<file path="src/phsc_pkg.sv">
package phsc_pkg;

  // stacks, endpoints and lanes of one controller
  localparam int NSTK  = 3;
  localparam int NEP   = 4;
  localparam int NLANE = 16;

  // queue resources
  localparam logic [7:0] RD_MAX_WIDE = 8'h80;
  localparam logic [7:0] RD_MAX      = 8'h40;
  localparam logic [5:0] WR_MAX      = 6'h20;
  localparam logic [4:0] MM_ST_MAX   = 5'h10;
  localparam logic [4:0] MM_LD_MAX   = 5'h10;

  // outbound address windows
  localparam logic [31:0] WIN0_BASE = 32'h8000_0000;
  localparam logic [31:0] WIN0_MASK = 32'hF000_0000;
  localparam logic [31:0] WIN1_BASE = 32'hA000_0000;
  localparam logic [31:0] WIN1_MASK = 32'hF000_0000;

  // interrupt vector limits per stack width
  localparam logic [12:0] MSI_WIDE   = 13'h1000;
  localparam logic [12:0] MSI_NARROW = 13'h0800;

  // nest rate and slowed link rates, in MHz
  localparam int NEST_MHZ = 2000;
  localparam int G1_MHZ   = 250;
  localparam int G2_MHZ   = 500;
  localparam int G3_MHZ   = 1000;
  localparam logic [3:0] DIV_G1 = 4'(NEST_MHZ / G1_MHZ);
  localparam logic [3:0] DIV_G2 = 4'(NEST_MHZ / G2_MHZ);
  localparam logic [3:0] DIV_G3 = 4'(NEST_MHZ / G3_MHZ);
  localparam logic [3:0] DIV_G4 = 4'h1;

  // buffering
  localparam int FIFO_DEPTH = 8;

  typedef enum logic [1:0] {
    MODE_X16   = 2'b00,
    MODE_2X8   = 2'b01,
    MODE_X8X4  = 2'b10
  } phsc_mode_e;

  typedef enum logic [1:0] {
    K_READ  = 2'b00,
    K_WRITE = 2'b01,
    K_ATOM  = 2'b10,
    K_MSI   = 2'b11
  } phsc_kind_e;

  typedef struct packed {
    logic [1:0]  stk;
    logic [1:0]  ep;
    phsc_kind_e  kind;
    logic [11:0] msi;
    logic [7:0]  tag;
  } phsc_inb_s;

  typedef struct packed {
    logic [31:0] addr;
    logic [1:0]  stk;
    logic        store;
    logic        atomic;
  } phsc_mmio_s;

  typedef struct packed {
    logic [1:0] stk;
    logic       rd;
    logic       bad;
  } phsc_cpl_s;

  typedef struct packed {
    logic [1:0] stk;
    logic [1:0] ep;
    logic       whole;
  } phsc_err_s;

endpackage

</file>
<file path="src/phsc_top.sv">
`timescale 1ns/1ps
`default_nettype none

module phsc_fifo #(
  parameter int W = 8,
  parameter int D = 8
) (
  // clock and reset
  input  wire logic         core_clk,
  input  wire logic         rst,
  // fill side
  input  wire logic         wr_valid,
  input  wire logic [W-1:0] wr_data,
  output logic              wr_ready,
  // drain side
  output logic              rd_valid,
  output logic [W-1:0]      rd_data,
  input  wire logic         rd_ready
);
  localparam int AW = $clog2(D);

  typedef struct packed {
    logic [D-1:0][W-1:0] mem;
    logic [AW-1:0]       wp;
    logic [AW-1:0]       rp;
    logic [AW:0]         cnt;
    logic                rdy;
  } phsc_fst_s;

  phsc_fst_s st_ff;
  phsc_fst_s nxt_st;
  logic      push;
  logic      pop;

  assign wr_ready = st_ff.rdy;
  assign rd_valid = st_ff.cnt != '0;
  assign rd_data  = st_ff.mem[st_ff.rp];
  assign push     = wr_valid && wr_ready;
  assign pop      = rd_valid && rd_ready;

  always_comb
  begin
    nxt_st = st_ff;
    if (push)
    begin
      nxt_st.mem[st_ff.wp] = wr_data;
      nxt_st.wp = st_ff.wp + 1'b1;
    end
    if (pop)
      nxt_st.rp = st_ff.rp + 1'b1;
    nxt_st.cnt = st_ff.cnt + (AW+1)'(push) - (AW+1)'(pop);
    nxt_st.rdy = nxt_st.cnt != (AW+1)'(D);
  end

  always_ff @(posedge core_clk)
  begin
    if (rst)
    begin
      st_ff.mem <= '0;
      st_ff.wp  <= '0;
      st_ff.rp  <= '0;
      st_ff.cnt <= '0;
      st_ff.rdy <= 1'b1;
    end
    else
      st_ff <= nxt_st;
  end
endmodule

module phsc_top #(
  parameter int CTRL_ID = 2
) (
  // clock and reset
  input  wire logic               core_clk,
  input  wire logic               rst,
  // inbound requests from the stacks
  input  wire logic               in_valid,
  input  wire phsc_pkg::phsc_inb_s in_req,
  output logic                    in_ready,
  output logic                    in_drop,
  // requests to the fabric
  output logic                    fab_valid,
  output phsc_pkg::phsc_inb_s     fab_req,
  input  wire logic               fab_ready,
  // fabric completions and answers to stacks
  input  wire logic               cpl_valid,
  input  wire phsc_pkg::phsc_cpl_s cpl,
  output logic                    rsp_valid,
  output logic [1:0]              rsp_stk,
  output logic                    rsp_bad,
  // outbound MMIO
  input  wire logic               mm_valid,
  input  wire phsc_pkg::phsc_mmio_s mm_req,
  output logic                    mm_ok,
  output logic                    mm_refuse,
  output logic                    mm_atomic,
  input  wire logic               mm_done,
  input  wire logic               mm_done_store,
  // errors and recovery
  input  wire logic               err_valid,
  input  wire phsc_pkg::phsc_err_s err,
  input  wire logic               ep_clr_valid,
  input  wire logic [3:0]         ep_clr,
  input  wire logic [2:0]         stk_reset,
  output logic [2:0]              frozen,
  output logic [11:0]             ep_blocked,
  output logic                    par_err,
  // lane configuration and link rate
  input  wire logic               cfg_load,
  input  wire phsc_pkg::phsc_mode_e cfg_mode,
  input  wire logic [2:0]         lane_rev,
  input  wire logic [2:0][1:0]    link_gen,
  output logic [2:0]              stack_act,
  output logic                    cfg_err,
  output logic [15:0][3:0]        lane_map,
  output logic [2:0][3:0]         link_div
);
  localparam logic [7:0] RD_LIM =
    (CTRL_ID == 0) ? phsc_pkg::RD_MAX_WIDE : phsc_pkg::RD_MAX;
  localparam phsc_pkg::phsc_mode_e MODE_RST =
    (CTRL_ID == 1) ? phsc_pkg::MODE_2X8 : phsc_pkg::MODE_X16;

  typedef struct packed {
    logic                 fab_v;
    phsc_pkg::phsc_inb_s  fab_q;
    logic                 drop;
    logic                 rsp_v;
    logic [1:0]           rsp_stk;
    logic                 rsp_bad;
    logic                 mm_ok;
    logic                 mm_ref;
    logic                 mm_atom;
    logic [7:0]           rd_cnt;
    logic [5:0]           wr_cnt;
    logic [4:0]           st_cnt;
    logic [4:0]           ld_cnt;
    logic [2:0]           frz;
    logic [11:0]          blk;
    logic                 prot;
    phsc_pkg::phsc_mode_e mode;
    logic [2:0]           act;
    logic                 cfg_err;
    logic [15:0][3:0]     lmap;
    logic [2:0][3:0]      ldiv;
    logic                 par_err;
  } phsc_st_s;

  phsc_st_s             st_ff;
  phsc_st_s             nxt_st;
  logic                 h_v;
  logic [$bits(phsc_pkg::phsc_inb_s):0] h_w;
  phsc_pkg::phsc_inb_s  h;
  logic                 h_pop;

  // shared queue buffer; its far side is the adapter boundary
  phsc_fifo #(
    .W ($bits(phsc_pkg::phsc_inb_s) + 1),
    .D (phsc_pkg::FIFO_DEPTH)
  ) u_fifo (
    .core_clk (core_clk),
    .rst      (rst),
    .wr_valid (in_valid),
    .wr_data  ({^in_req, in_req}),
    .wr_ready (in_ready),
    .rd_valid (h_v),
    .rd_data  (h_w),
    .rd_ready (h_pop)
  );

  assign h = h_w[$bits(phsc_pkg::phsc_inb_s)-1:0];

  function automatic logic [2:0] act_of(phsc_pkg::phsc_mode_e m);
    unique case (m)
      phsc_pkg::MODE_X16:  act_of = 3'h1;
      phsc_pkg::MODE_2X8:  act_of = 3'h3;
      phsc_pkg::MODE_X8X4: act_of = 3'h7;
      default:             act_of = 3'h0;
    endcase
  endfunction

  function automatic logic mode_ok(phsc_pkg::phsc_mode_e m);
    unique case (CTRL_ID)
      0:       mode_ok = m == phsc_pkg::MODE_X16;
      1:       mode_ok = m == phsc_pkg::MODE_2X8;
      default: mode_ok = act_of(m) != 3'h0;
    endcase
  endfunction

  always_comb
  begin
    logic       refuse;
    logic       credit;
    logic       out_free;
    logic       narrow;
    logic [3:0] ep_ix;
    logic       rd_inc;
    logic       wr_inc;
    logic       rd_dec;
    logic       wr_dec;
    logic [1:0] s;
    logic       hit;
    logic       mm_take;
    logic [4:0] base;
    logic [4:0] size;
    logic [3:0] li;
    refuse   = 1'b0;
    credit   = 1'b0;
    out_free = 1'b0;
    narrow   = 1'b0;
    ep_ix    = 4'h0;
    rd_inc   = 1'b0;
    wr_inc   = 1'b0;
    rd_dec   = 1'b0;
    wr_dec   = 1'b0;
    s        = 2'h0;
    hit      = 1'b0;
    mm_take  = 1'b0;
    base     = 5'h0;
    size     = 5'h0;
    li       = 4'h0;
    nxt_st   = st_ff;
    nxt_st.drop    = 1'b0;
    nxt_st.rsp_v   = 1'b0;
    nxt_st.mm_ok   = 1'b0;
    nxt_st.mm_ref  = 1'b0;
    nxt_st.mm_atom = 1'b0;
    h_pop    = 1'b0;

    // inbound head: admit, refuse or stall
    if (st_ff.fab_v && fab_ready)
      nxt_st.fab_v = 1'b0;
    out_free = !st_ff.fab_v || fab_ready;
    ep_ix  = {h.stk, h.ep};
    narrow = st_ff.mode == phsc_pkg::MODE_X8X4 && h.stk != 2'h0;
    refuse = st_ff.frz[h.stk] || !st_ff.act[h.stk];
    if (st_ff.blk[ep_ix])
      refuse = 1'b1;
    if (h.kind == phsc_pkg::K_MSI && 13'(h.msi) >=
        (narrow ? phsc_pkg::MSI_NARROW : phsc_pkg::MSI_WIDE))
      refuse = 1'b1;
    if (^h_w)
      refuse = 1'b1;
    if (h.kind == phsc_pkg::K_READ)
      credit = st_ff.rd_cnt < RD_LIM;
    else
      credit = st_ff.wr_cnt < phsc_pkg::WR_MAX;
    if (h_v && refuse)
    begin
      h_pop = 1'b1;
      nxt_st.drop = 1'b1;
      if (^h_w)
        nxt_st.par_err = 1'b1;
    end
    else if (h_v && credit && out_free)
    begin
      h_pop = 1'b1;
      nxt_st.fab_v = 1'b1;
      nxt_st.fab_q = h;
      rd_inc = h.kind == phsc_pkg::K_READ;
      wr_inc = h.kind != phsc_pkg::K_READ;
    end

    // completions run to the end even when frozen
    if (cpl_valid)
    begin
      nxt_st.rsp_v   = 1'b1;
      nxt_st.rsp_stk = cpl.stk;
      nxt_st.rsp_bad = cpl.bad || st_ff.frz[cpl.stk];
      rd_dec = cpl.rd && st_ff.rd_cnt != 8'h0;
      wr_dec = !cpl.rd && st_ff.wr_cnt != 6'h0;
    end
    nxt_st.rd_cnt = st_ff.rd_cnt + 8'(rd_inc) - 8'(rd_dec);
    nxt_st.wr_cnt = st_ff.wr_cnt + 6'(wr_inc) - 6'(wr_dec);

    // outbound MMIO and atomic results
    hit = ((mm_req.addr & phsc_pkg::WIN0_MASK) == phsc_pkg::WIN0_BASE) ||
          ((mm_req.addr & phsc_pkg::WIN1_MASK) == phsc_pkg::WIN1_BASE);
    s = mm_req.stk;
    if (mm_valid)
    begin
      mm_take = (hit || mm_req.atomic) && st_ff.act[s] && !st_ff.frz[s] &&
                (mm_req.store || mm_req.atomic ?
                 st_ff.st_cnt < phsc_pkg::MM_ST_MAX :
                 st_ff.ld_cnt < phsc_pkg::MM_LD_MAX);
      nxt_st.mm_ok   = mm_take;
      nxt_st.mm_ref  = !mm_take;
      nxt_st.mm_atom = mm_take && mm_req.atomic;
    end
    nxt_st.st_cnt = st_ff.st_cnt
      + 5'(mm_take && (mm_req.store || mm_req.atomic))
      - 5'(mm_done && mm_done_store && st_ff.st_cnt != 5'h0);
    nxt_st.ld_cnt = st_ff.ld_cnt
      + 5'(mm_take && !mm_req.store && !mm_req.atomic)
      - 5'(mm_done && !mm_done_store && st_ff.ld_cnt != 5'h0);

    // endpoint blocking and stack freeze; set wins over clear
    if (ep_clr_valid)
      nxt_st.blk[ep_clr] = 1'b0;
    for (int i = 0; i < phsc_pkg::NSTK; i++)
      if (stk_reset[i])
      begin
        nxt_st.frz[i] = 1'b0;
        nxt_st.blk[i*phsc_pkg::NEP +: phsc_pkg::NEP] = '0;
      end
    if (err_valid && err.whole)
      nxt_st.frz[err.stk] = 1'b1;
    else if (err_valid)
      nxt_st.blk[{err.stk, err.ep}] = 1'b1;

    // lane configuration
    if (cfg_load)
    begin
      nxt_st.cfg_err = !mode_ok(cfg_mode);
      if (mode_ok(cfg_mode))
      begin
        nxt_st.mode = cfg_mode;
        nxt_st.act  = act_of(cfg_mode);
      end
    end
    for (int l = 0; l < phsc_pkg::NLANE; l++)
    begin
      li = 4'(l);
      s  = 2'h0;
      base = 5'h0;
      size = 5'h10;
      if (st_ff.mode != phsc_pkg::MODE_X16)
      begin
        s    = {1'b0, li[3]};
        base = {1'b0, li[3], 3'h0};
        size = 5'h08;
      end
      if (st_ff.mode == phsc_pkg::MODE_X8X4 && li[3])
      begin
        s    = li[2] ? 2'h2 : 2'h1;
        base = {1'b0, li[3:2], 2'h0};
        size = 5'h04;
      end
      nxt_st.lmap[l] = lane_rev[s] ?
        4'(base + base + size - 5'h1 - {1'b0, li}) : li;
    end

    // slowed link logic per stack
    for (int i = 0; i < phsc_pkg::NSTK; i++)
      unique case (link_gen[i])
        2'h0: nxt_st.ldiv[i] = phsc_pkg::DIV_G1;
        2'h1: nxt_st.ldiv[i] = phsc_pkg::DIV_G2;
        2'h2: nxt_st.ldiv[i] = phsc_pkg::DIV_G3;
        2'h3: nxt_st.ldiv[i] = phsc_pkg::DIV_G4;
      endcase

    // control parity
    if (st_ff.prot != ^{st_ff.frz, st_ff.blk, st_ff.mode})
      nxt_st.par_err = 1'b1;
    nxt_st.prot = ^{nxt_st.frz, nxt_st.blk, nxt_st.mode};
  end

  always_ff @(posedge core_clk)
  begin
    if (rst)
    begin
      st_ff         <= '0;
      st_ff.mode    <= MODE_RST;
      st_ff.act     <= act_of(MODE_RST);
      st_ff.prot    <= ^MODE_RST;
      st_ff.ldiv    <= {3{phsc_pkg::DIV_G1}};
      for (int l = 0; l < phsc_pkg::NLANE; l++)
        st_ff.lmap[l] <= 4'(l);
    end
    else
      st_ff <= nxt_st;
  end

  assign fab_valid  = st_ff.fab_v;
  assign fab_req    = st_ff.fab_q;
  assign in_drop    = st_ff.drop;
  assign rsp_valid  = st_ff.rsp_v;
  assign rsp_stk    = st_ff.rsp_stk;
  assign rsp_bad    = st_ff.rsp_bad;
  assign mm_ok      = st_ff.mm_ok;
  assign mm_refuse  = st_ff.mm_ref;
  assign mm_atomic  = st_ff.mm_atom;
  assign frozen     = st_ff.frz;
  assign ep_blocked = st_ff.blk;
  assign par_err    = st_ff.par_err;
  assign stack_act  = st_ff.act;
  assign cfg_err    = st_ff.cfg_err;
  assign lane_map   = st_ff.lmap;
  assign link_div   = st_ff.ldiv;
endmodule

`default_nettype wire

</file>
<file path="config.mk">
export PLATFORM = sky130hd
export DESIGN_NAME = phsc_top
export DESIGN_NICKNAME = d
export VERILOG_FILES = /design/src/phsc_pkg.sv /design/src/phsc_top.sv
export SDC_FILE = /design/constraint.sdc
export NUM_CORES = 1
export LEC_CHECK = 0
export BUFFER_PORTS_ARGS = -buffer_cell sky130_fd_sc_hd__buf_2
export CAP_MARGIN = 15
export CORE_ASPECT_RATIO = 1.2
export CORE_MARGIN = 5
export CORE_UTILIZATION = 62
export DETAILED_ROUTE_END_ITERATION = 8
export GPL_TIMING_DRIVEN = 1
export PLACE_DENSITY = 0.88
export SYNTH_ARGS = -nofsm -noshare
export SYNTH_HDL_FRONTEND = slang
export SYNTH_SLANG_ARGS = --single-unit
export TNS_END_PERCENT = 50
</file>
<file path="constraint.sdc">
create_clock -name core_clk -period 15.4 [get_ports core_clk]
set_input_delay 3.08 -clock core_clk [delete_from_list [all_inputs] [get_ports core_clk]]
set_output_delay 3.08 -clock core_clk [all_outputs]
set_load 0.05 [all_outputs]
</file>
==> out/qor_table.md, run 1 <==
| Result | Reported |
|---|---|
| Grt total ovfl | 0 |
| Net total in the final layout | 2,030 |
| Total nets after synthesis | 2,033 |
| Starting DRT DRC Count | 1,429 |
| Worst hold slack | 0.451 ns |
| Max Clock Freq | 143 MHz |
| Switching power as a share of total power | 0.364 |
| Startpoint of the worst hold path | u_fifo.st_ff[79] |
| Number of buffers added to fix hold violations after cts | 0 |
| Drt via density | 6.00 |
| Final hold viol count | 0 |
| Post-layout worst setup margin | 8.39 ns |
| Number of storage elements in the synthesis netlist | 332 |
| Clock insertion delay at the later pin of the skew report | 0.58 ns |
| Critical Path Start | u_fifo.st_ff[5] |
| Post-synthesis instance area | 16,500 µm² |
| Total of cells resized after clock tree synthesis | 0 |
| Number of routed nets with antenna violations | 0 |
| CP Data Required Time | 15.82 ns |
| Initial cell density of the core | 0.627 |
| CTS HTree Levels | 1 |
| Overall fraction of global-route tracks in use | 0.286 |
| DP HPWL | 28,700 µm |
| Drt pass-1 iters | 7 |
| Max cap viols | 0 |
| Area share of the largest cell type after synthesis | 0.404 |
| Switch Pwr | 1040 µW |
| Post-detailed-routing wire length | 44,700 µm |
| Final worst path period need | 7.01 ns |
| Die ar. | 29,900 µm² |
| Average wire per standard cell | 20.0 µm |
| Power density over the cells | 162 nW/µm² |
| Final worst clock skew | 0.0124 ns |
| Die Ht | 188 µm |
| Launch instance of the worst register-to-register path | u_fifo.st_ff[5] |
| Post-layout instance area | 17,700 µm² |
| Number of DRC violations after detailed routing | 0 |
| Post-synth top area cell | sky130_fd_sc_hd__dfxtp_1 |
| Worst-case headroom to the max-slew limit | 0.237 |
| Clock tree sinks | 332 |
| Fraction of final layout cells sized beyond drive strength 1 | 0.206 |
| Horizontal extent of the die | 159 µm |
| Hold Path Cell Cnt | 2 |
| Sequential share of power | 0.340 |
| Unique cell type count in the Yosys netlist | 59 |
| Buffer count from post-CTS setup fixing | 0 |
| Outcome | complete, no violations |
| Worst-Margin Slew | 1.14 ns |
| Wire length of the first global-routing pass | 70,000 µm |
| Most frequent cells after synthesis | 441 x sky130_fd_sc_hd__nand2_1, 332 x sky130_fd_sc_hd__dfxtp_1, 250 x sky130_fd_sc_hd__a21oi_1 |
| Unrepaired setup endpoints after global routing | no |
| Critical path start-end classification | flip-flop to flip-flop |
| Pint | 1830 µW |
| Peak ir drop on the vdd network | 162 µV |
| Post-synthesis async set-or-reset flop share | 0 |
| Clock edge transition at the registers on the reported setup and hold paths | 0.06 ns |
| Critical path arrival | 7.43 ns |
| Mean post-synth cell area | 8.78 µm² |
| Max Fanout on Critical Path | 51 |
| Post-synthesis to final-layout area growth | 7.43% |
| Total of buffers placed on input and output ports | 202 |
| Critical path launch point type | flip-flop |
| Most repeated cell in the gate-level netlist after synthesis | sky130_fd_sc_hd__nand2_1 |
| CTS Root Buffer Type | sky130_fd_sc_hd__clkbuf_16 |
| I/O pin count | 232 |
| Path type of the worst min-delay path | flip-flop to flip-flop |
| Initial antenna violation count | 2 |
| # setup viols final | 0 |
| Vias in the first global route | 13.6k |
| Std-Cell Rows | 65 |
| Kind of capture point of the worst setup path | flip-flop |
| Post-route setup TNS | 0 ns |
| Synthesized instance count | 1,875 |
| Max Transition Viols Final | 0 |
| Number of clock buffers inserted by TritonCTS | 31 |
| EDFF count, synth | 0 |
| Via count | 13.4k |
| Placeable core area | 26,300 µm² |
| Placer's final routability congestion estimate | 0.917 |
| Syn. warnings | 0 |
| Non-Filler Instances | 2,232 |
| Setup slack after placement | 8.46 ns |
| Combinational fraction of design power | 0.378 |
| Leading register cell type out of synthesis | sky130_fd_sc_hd__dfxtp_1 |
| Period utilization | 0.455 |
| Cell leakage power | 0.00664 µW |
| Fraction of the yosys area taken by sequential cells | 0.404 |
| Post-detailed-placement cell area | 16,600 µm² |
| Clock power share | 0.281 |
| Placed Cells | 2,174 |
| Clock tree from TritonCTS | yes |
| Largest buffer count on any clock path | 3 |
| Depth of the worst register-to-register path | 24 |
| Synth top area cells | sky130_fd_sc_hd__dfxtp_1 40%, sky130_fd_sc_hd__nand2_1 10%, sky130_fd_sc_hd__mux4_2 7.7%, sky130_fd_sc_hd__a21oi_1 7.6%, sky130_fd_sc_hd__buf_4 5.7% |
| # fillers | 1,889 |
| Pin count of the biggest net entering global routing | 140 |
## power by group through the flow
stage	logic (µW)	clock network, µW	registers, µW
floorplan	917	0	994
global placement	1030	0	991
detailed placement	1070	0	995
CTS	1080	811	977
global route	1190	848	983
finish	1090	807	977
## kinds of logic after synthesis
logic type,synth area share
simple gates,0.166
flops,0.404
compound gates,0.116
buf+inv,0.102
xor+xnor,0.0612
mux,0.105
fa+ha+maj,0.0464
## worst paths after layout
| path | end | slack, ns |
|---|---|---|
| worst min register to register | u_fifo.st_ff[79] | 0.45 |
| worst max-delay path | st_ff[122] | 8.39 |
| worst max register to register | st_ff[122] | 8.39 |
| worst min-delay path | u_fifo.st_ff[79] | 0.45 |
## critical path, stage by stage, from the launching register on
cell and delay (ns):
sky130_fd_sc_hd__dfxtp_2 0.32, sky130_fd_sc_hd__buf_4 0.40, sky130_fd_sc_hd__buf_4 0.55, sky130_fd_sc_hd__mux4_2 0.57, sky130_fd_sc_hd__mux2i_1 0.55, sky130_fd_sc_hd__ha_1 0.37, sky130_fd_sc_hd__xnor2_1 0.18, sky130_fd_sc_hd__xnor2_1 0.16
sky130_fd_sc_hd__xnor3_2 0.38, sky130_fd_sc_hd__xor2_2 0.16, sky130_fd_sc_hd__xnor3_2 0.45, sky130_fd_sc_hd__nor3_4 0.19, sky130_fd_sc_hd__buf_4 0.60, sky130_fd_sc_hd__nand2_1 0.14, sky130_fd_sc_hd__ha_1 0.20, sky130_fd_sc_hd__inv_1 0.09
sky130_fd_sc_hd__ha_1 0.23, sky130_fd_sc_hd__a21o_1 0.18, sky130_fd_sc_hd__a21oi_1 0.24, sky130_fd_sc_hd__o21bai_1 0.11, sky130_fd_sc_hd__a21oi_1 0.24, sky130_fd_sc_hd__o21bai_1 0.11, sky130_fd_sc_hd__a21oi_1 0.22, sky130_fd_sc_hd__xnor2_1 0.15
sky130_fd_sc_hd__nor2_1 0.05
## layout by cell type, fill, tap and decap left out, types with 6 or more instances in the layout
cell,netlist,final
sky130_fd_sc_hd__a211oi_1,11,11
sky130_fd_sc_hd__a211oi_2,23,23
sky130_fd_sc_hd__a21oi_1,250,250
sky130_fd_sc_hd__buf_2,4,201
sky130_fd_sc_hd__buf_4,125,15
sky130_fd_sc_hd__clkbuf_1,116,7
sky130_fd_sc_hd__clkbuf_16,0,31
sky130_fd_sc_hd__clkinv_2,0,6
sky130_fd_sc_hd__dfxtp_1,332,329
sky130_fd_sc_hd__ha_1,53,53
sky130_fd_sc_hd__inv_1,58,58
sky130_fd_sc_hd__mux2_2,10,10
sky130_fd_sc_hd__mux2i_1,31,31
sky130_fd_sc_hd__mux4_2,56,56
sky130_fd_sc_hd__nand2_1,441,441
sky130_fd_sc_hd__nand2b_1,15,15
sky130_fd_sc_hd__nor2_1,95,89
sky130_fd_sc_hd__nor2_2,14,14
sky130_fd_sc_hd__nor2_4,0,6
sky130_fd_sc_hd__nor2b_1,16,16
sky130_fd_sc_hd__nor3b_1,15,15
sky130_fd_sc_hd__o21ai_0,11,11
sky130_fd_sc_hd__o21bai_1,7,7
sky130_fd_sc_hd__or3_1,9,9
sky130_fd_sc_hd__xnor2_1,80,80
sky130_fd_sc_hd__xor2_1,20,20
## stage by stage
stage	total power, µW	util
floorplan	1910	-
finish	2870	0.673
global route	3020	0.673
detailed placement	2060	0.632
global placement	2020	0.632
CTS	2870	0.673
## state kept, by name (all words and copies together), names as in the netlist, 2 cells and up
| signal | flops |
|---|---|
| rsp_stk | 2 |
| u_fifo.st_ff | 226 |
| lane_map | 11 |
| frozen | 3 |
| link_div | 12 |
| st_ff | 27 |
| fab_req | 26 |
| ep_blocked | 12 |
| stack_act | 3 |
## per-layer routing
layer / routed length (µm) / vias to the layer above / track usage
met5: 0 / - / 0
li1: - / 6102 / -
met1: 15500 / 6319 / 0.314
met3: 4400 / 185 / 0.0696
met2: 22300 / 781 / 0.501
met4: 2440 / 0 / 0.164
## final cells by class
cell class | count | area (µm²) | area share
Multi-Input combinational cell | 1232 | 8190 | 0.463
Timing Repair Buffer | 217 | 1130 | 0.0641
Tap cell | 335 | 419 | 0.0237
Sequential cell | 332 | 6650 | 0.376
Inverter | 58 | 218 | 0.0123
Antenna cell | 2 | 5.00 | 0.000283
Clock inverter | 13 | 196 | 0.0111
Clock buffer | 43 | 871 | 0.0492
(Power assumes the default switching activity.)
==> run 2, diff against run 1 <==
- CORE_UTILIZATION: 62 -> 58
- PLACE_DENSITY: 0.88 -> 0.84
- clock period: 15.4 -> 6.7 ns (I/O delays scaled with it)
==> out/qor_table.md, run 2 (same netlist as run 1, synthesis figures left out) <==
| Result | Reported | Change |
|---|---|---|
| Post-route setup TNS | 0 ns | unchanged |
| Horizontal extent of the die | 164 µm | +3.2% |
| Outcome | complete, no violations |  |
| Worst-Margin Slew | 0.990 ns | -0.154 ns |
| Total length of routed met2 wires | 21,600 µm | -3.4% |
| CP Data Required Time | 7.10 ns | -8.72 ns |
| Wire length of the first global-routing pass | 69,200 µm | -1.1% |
| Initial antenna violation count | 8 | +6 |
| Buffer count from post-CTS setup fixing | 0 | unchanged |
| Total of buffers placed on input and output ports | 202 | unchanged |
| Number of buffers added to fix hold violations after cts | 0 | unchanged |
| Critical path arrival | 6.36 ns | -1.07 ns |
| Final core area utilization | 0.634 | -0.0389 |
| Die ar. | 31,900 µm² | +6.5% |
| Starting DRT DRC Count | 1,465 | +2.5% |
| Unrepaired setup endpoints after global routing | no |  |
| Cells traversed along the worst timing path | buf_4 > buf_4 > mux4_2 > mux2_2 > inv_1 > ha_1 > xnor2_1 > xnor2_1 > xnor3_2 > xor2_2 > xnor3_2 > nor3_4 > nand2_1 > ha_1 > inv_1 > ha_1 > fa_1 > a21oi_1 > o21bai_1 > a21oi_1 > nor2_1 > nor2_1 > xor2_1 > nor2_1 |  |
| Cell leakage power | 0.00665 µW | +0.10% |
| DP HPWL | 28,500 µm | -0.65% |
| Worst hold slack | 0.453 ns | +0.00206 ns |
| Number of routed nets with antenna violations | 0 | unchanged |
| Grt total ovfl | 0 | unchanged |
| Post-synthesis to final-layout area growth | 7.88% |  |
| Non-Filler Instances | 2,277 | +2.0% |
| Max Fanout on Critical Path | 20 | -61% |
| Final worst clock skew | 0.0128 ns | +0.000423 ns |
| Critical path start-end classification | flip-flop to flip-flop |  |
| Pin count of the biggest net entering global routing | 156 | +11% |
| Overall fraction of global-route tracks in use | 0.269 | -0.0163 |
| Placer's final routability congestion estimate | 0.883 | -3.7% |
| Final worst path period need | 5.96 ns | -1.05 ns |
| Worst-case headroom to the max-slew limit | 0.340 | +0.103 |
| # setup viols final | 0 | unchanged |
| Length of routed met3 wiring | 4620 µm | +5.0% |
| Initial cell density of the core | 0.588 | -0.0387 |
| I/O pin count | 232 | unchanged |
| Drt via density | 5.78 | -3.7% |
| Top reg by flops | u_fifo.st_ff |  |
| Top routing layer used | met5 |  |
| Power density over the cells | 370 nW/µm² | +130% |
| Post-Route M1 WL | 15,400 µm | -0.33% |
| Critical path launch point type | flip-flop |  |
| Average wire per standard cell | 19.4 µm | -3.0% |
| Clock tree from TritonCTS | yes |  |
| Number of DRC violations after detailed routing | 0 | unchanged |
| Most frequent cells in the layout | 441 x sky130_fd_sc_hd__nand2_1, 329 x sky130_fd_sc_hd__dfxtp_1, 250 x sky130_fd_sc_hd__a21oi_1, 201 x sky130_fd_sc_hd__buf_2, 89 x sky130_fd_sc_hd__nor2_1 |  |
| Most common cell after layout, fill and taps aside | sky130_fd_sc_hd__nand2_1 |  |
| Path type of the worst min-delay path | flip-flop to flip-flop |  |
| Die Ht | 195 µm | +3.2% |
| Clock edge transition at the registers on the reported setup and hold paths | 0.06 ns | about the same |
| Clock insertion delay at the later pin of the skew report | 0.56 ns | -0.02 ns |
| Max cap viols | 0 | unchanged |
| Worst path max stage delay | 0.79 ns | +0.19 ns |
| Vias in the first global route | 13.2k | -3.1% |
| Final hold viol count | 0 | unchanged |
| Fraction of final layout cells sized beyond drive strength 1 | 0.206 | -0.000310 |
| CTS Root Buffer Type | sky130_fd_sc_hd__clkbuf_16 |  |
| Placed Cells | 2,220 | +2.1% |
| Clock tree sinks | 332 | unchanged |
| Post-detailed-routing wire length | 44,200 µm | -1.1% |
| Placeable core area | 28,000 µm² | +6.6% |
| Kind of capture point of the worst setup path | flip-flop |  |
| Net total in the final layout | 2,032 | +0.099% |
| Cell with the largest stage delay on the worst path | sky130_fd_sc_hd__dfxtp_2 |  |
| Period utilization | 0.889 | +0.434 |
| Total power of the final layout | 6570 µW | +130% |
| # fillers | 2,280 | +21% |
| Std-Cell Rows | 67 | +3.1% |
| Via count | 13.2k | -1.8% |
| Max Transition Viols Final | 0 | unchanged |
| Number of clock buffers inserted by TritonCTS | 31 | unchanged |
| Max FFs per register | 226 | unchanged |
| Max Clock Freq | 168 MHz | +18% |
| Total of cells resized after clock tree synthesis | 0 | unchanged |
| Drt pass-1 iters | 6 | -1 |
| Largest buffer count on any clock path | 3 | unchanged |
| Peak ir drop on the vdd network | 416 µV | +160% |
| CTS HTree Levels | 1 | unchanged |
-- run 2: cell types whose count changed in the layout (fill, tap and decap cells not counted) --
cell and change:
sky130_fd_sc_hd__buf_12 +1, sky130_fd_sc_hd__clkinvlp_4 -1, sky130_fd_sc_hd__inv_6 -1, sky130_fd_sc_hd__clkinv_2 -4, sky130_fd_sc_hd__bufinv_16 -1, sky130_fd_sc_hd__clkbuf_1 -1, sky130_fd_sc_hd__diode_2 +3, sky130_fd_sc_hd__clkbuf_8 +4
sky130_fd_sc_hd__buf_4 +1
-- run 2: power breakdown --
group	switching (µW)	total [µW]	internal, µW
Combinational	1510	2470	960
Clock	734	1830	1090
Sequential	134	2280	2140
Total	2380	6570	4200
-- run 2: area by class of cell --
class                           count  area [µm²]  area share
Antenna cell                        5        12.5    0.000705
Clock buffer                       46         922      0.0519
Clock inverter                      6         130     0.00733
Inverter                           58         218      0.0123
Multi-Input combinational cell   1232        8190       0.461
Sequential cell                   332        6650       0.375
Tap cell                          379         474      0.0267
Timing Repair Buffer              219        1160      0.0654
-- run 2: routing by layer --
layer / up-vias / GRT usage
met2: 697 / 0.455
met5: - / 0
met3: 166 / 0.0663
li1: 6099 / -
met4: 6 / 0.164
met1: 6184 / 0.304
-- run 2: worst max-delay path, delay by kind of cell (launching register included) --
kind,cells,cell delay (ns)
xor gates and xnor gates,6,1.43
and+or+nand+nor,5,0.57
adders and majority gates,4,1.14
DFF,1,0.79
buffers and inverters,4,0.75
AOI/OAI and AO/OA,3,0.45
muxes,2,0.64
-- run 2: final timing paths --
| path | cells past startpoint | slack [ns] | start | endpoint |
|---|---|---|---|---|
| min reg2reg | 2 | 0.45 | u_fifo.st_ff[102] | u_fifo.st_ff[102] |
| max | 24 | 0.74 | u_fifo.st_ff[5] | st_ff[121] |
| max reg2reg | 24 | 0.74 | u_fifo.st_ff[5] | st_ff[121] |
| min | 2 | 0.45 | u_fifo.st_ff[102] | u_fifo.st_ff[102] |
-- run 2: per-stage QoR --
| step | setup slack [ns] | instance area [µm²] |
|---|---|---|
| 4_1_cts | 0.723 | 17700 |
| 5_1_grt | 0.342 | 17800 |
| 3_3_place_gp | 0.941 | 16700 |
| 2_1_floorplan | 0.336 | 16500 |
| 6_report | 0.741 | 17800 |
| 3_5_place_dp | 0.822 | 16700 |
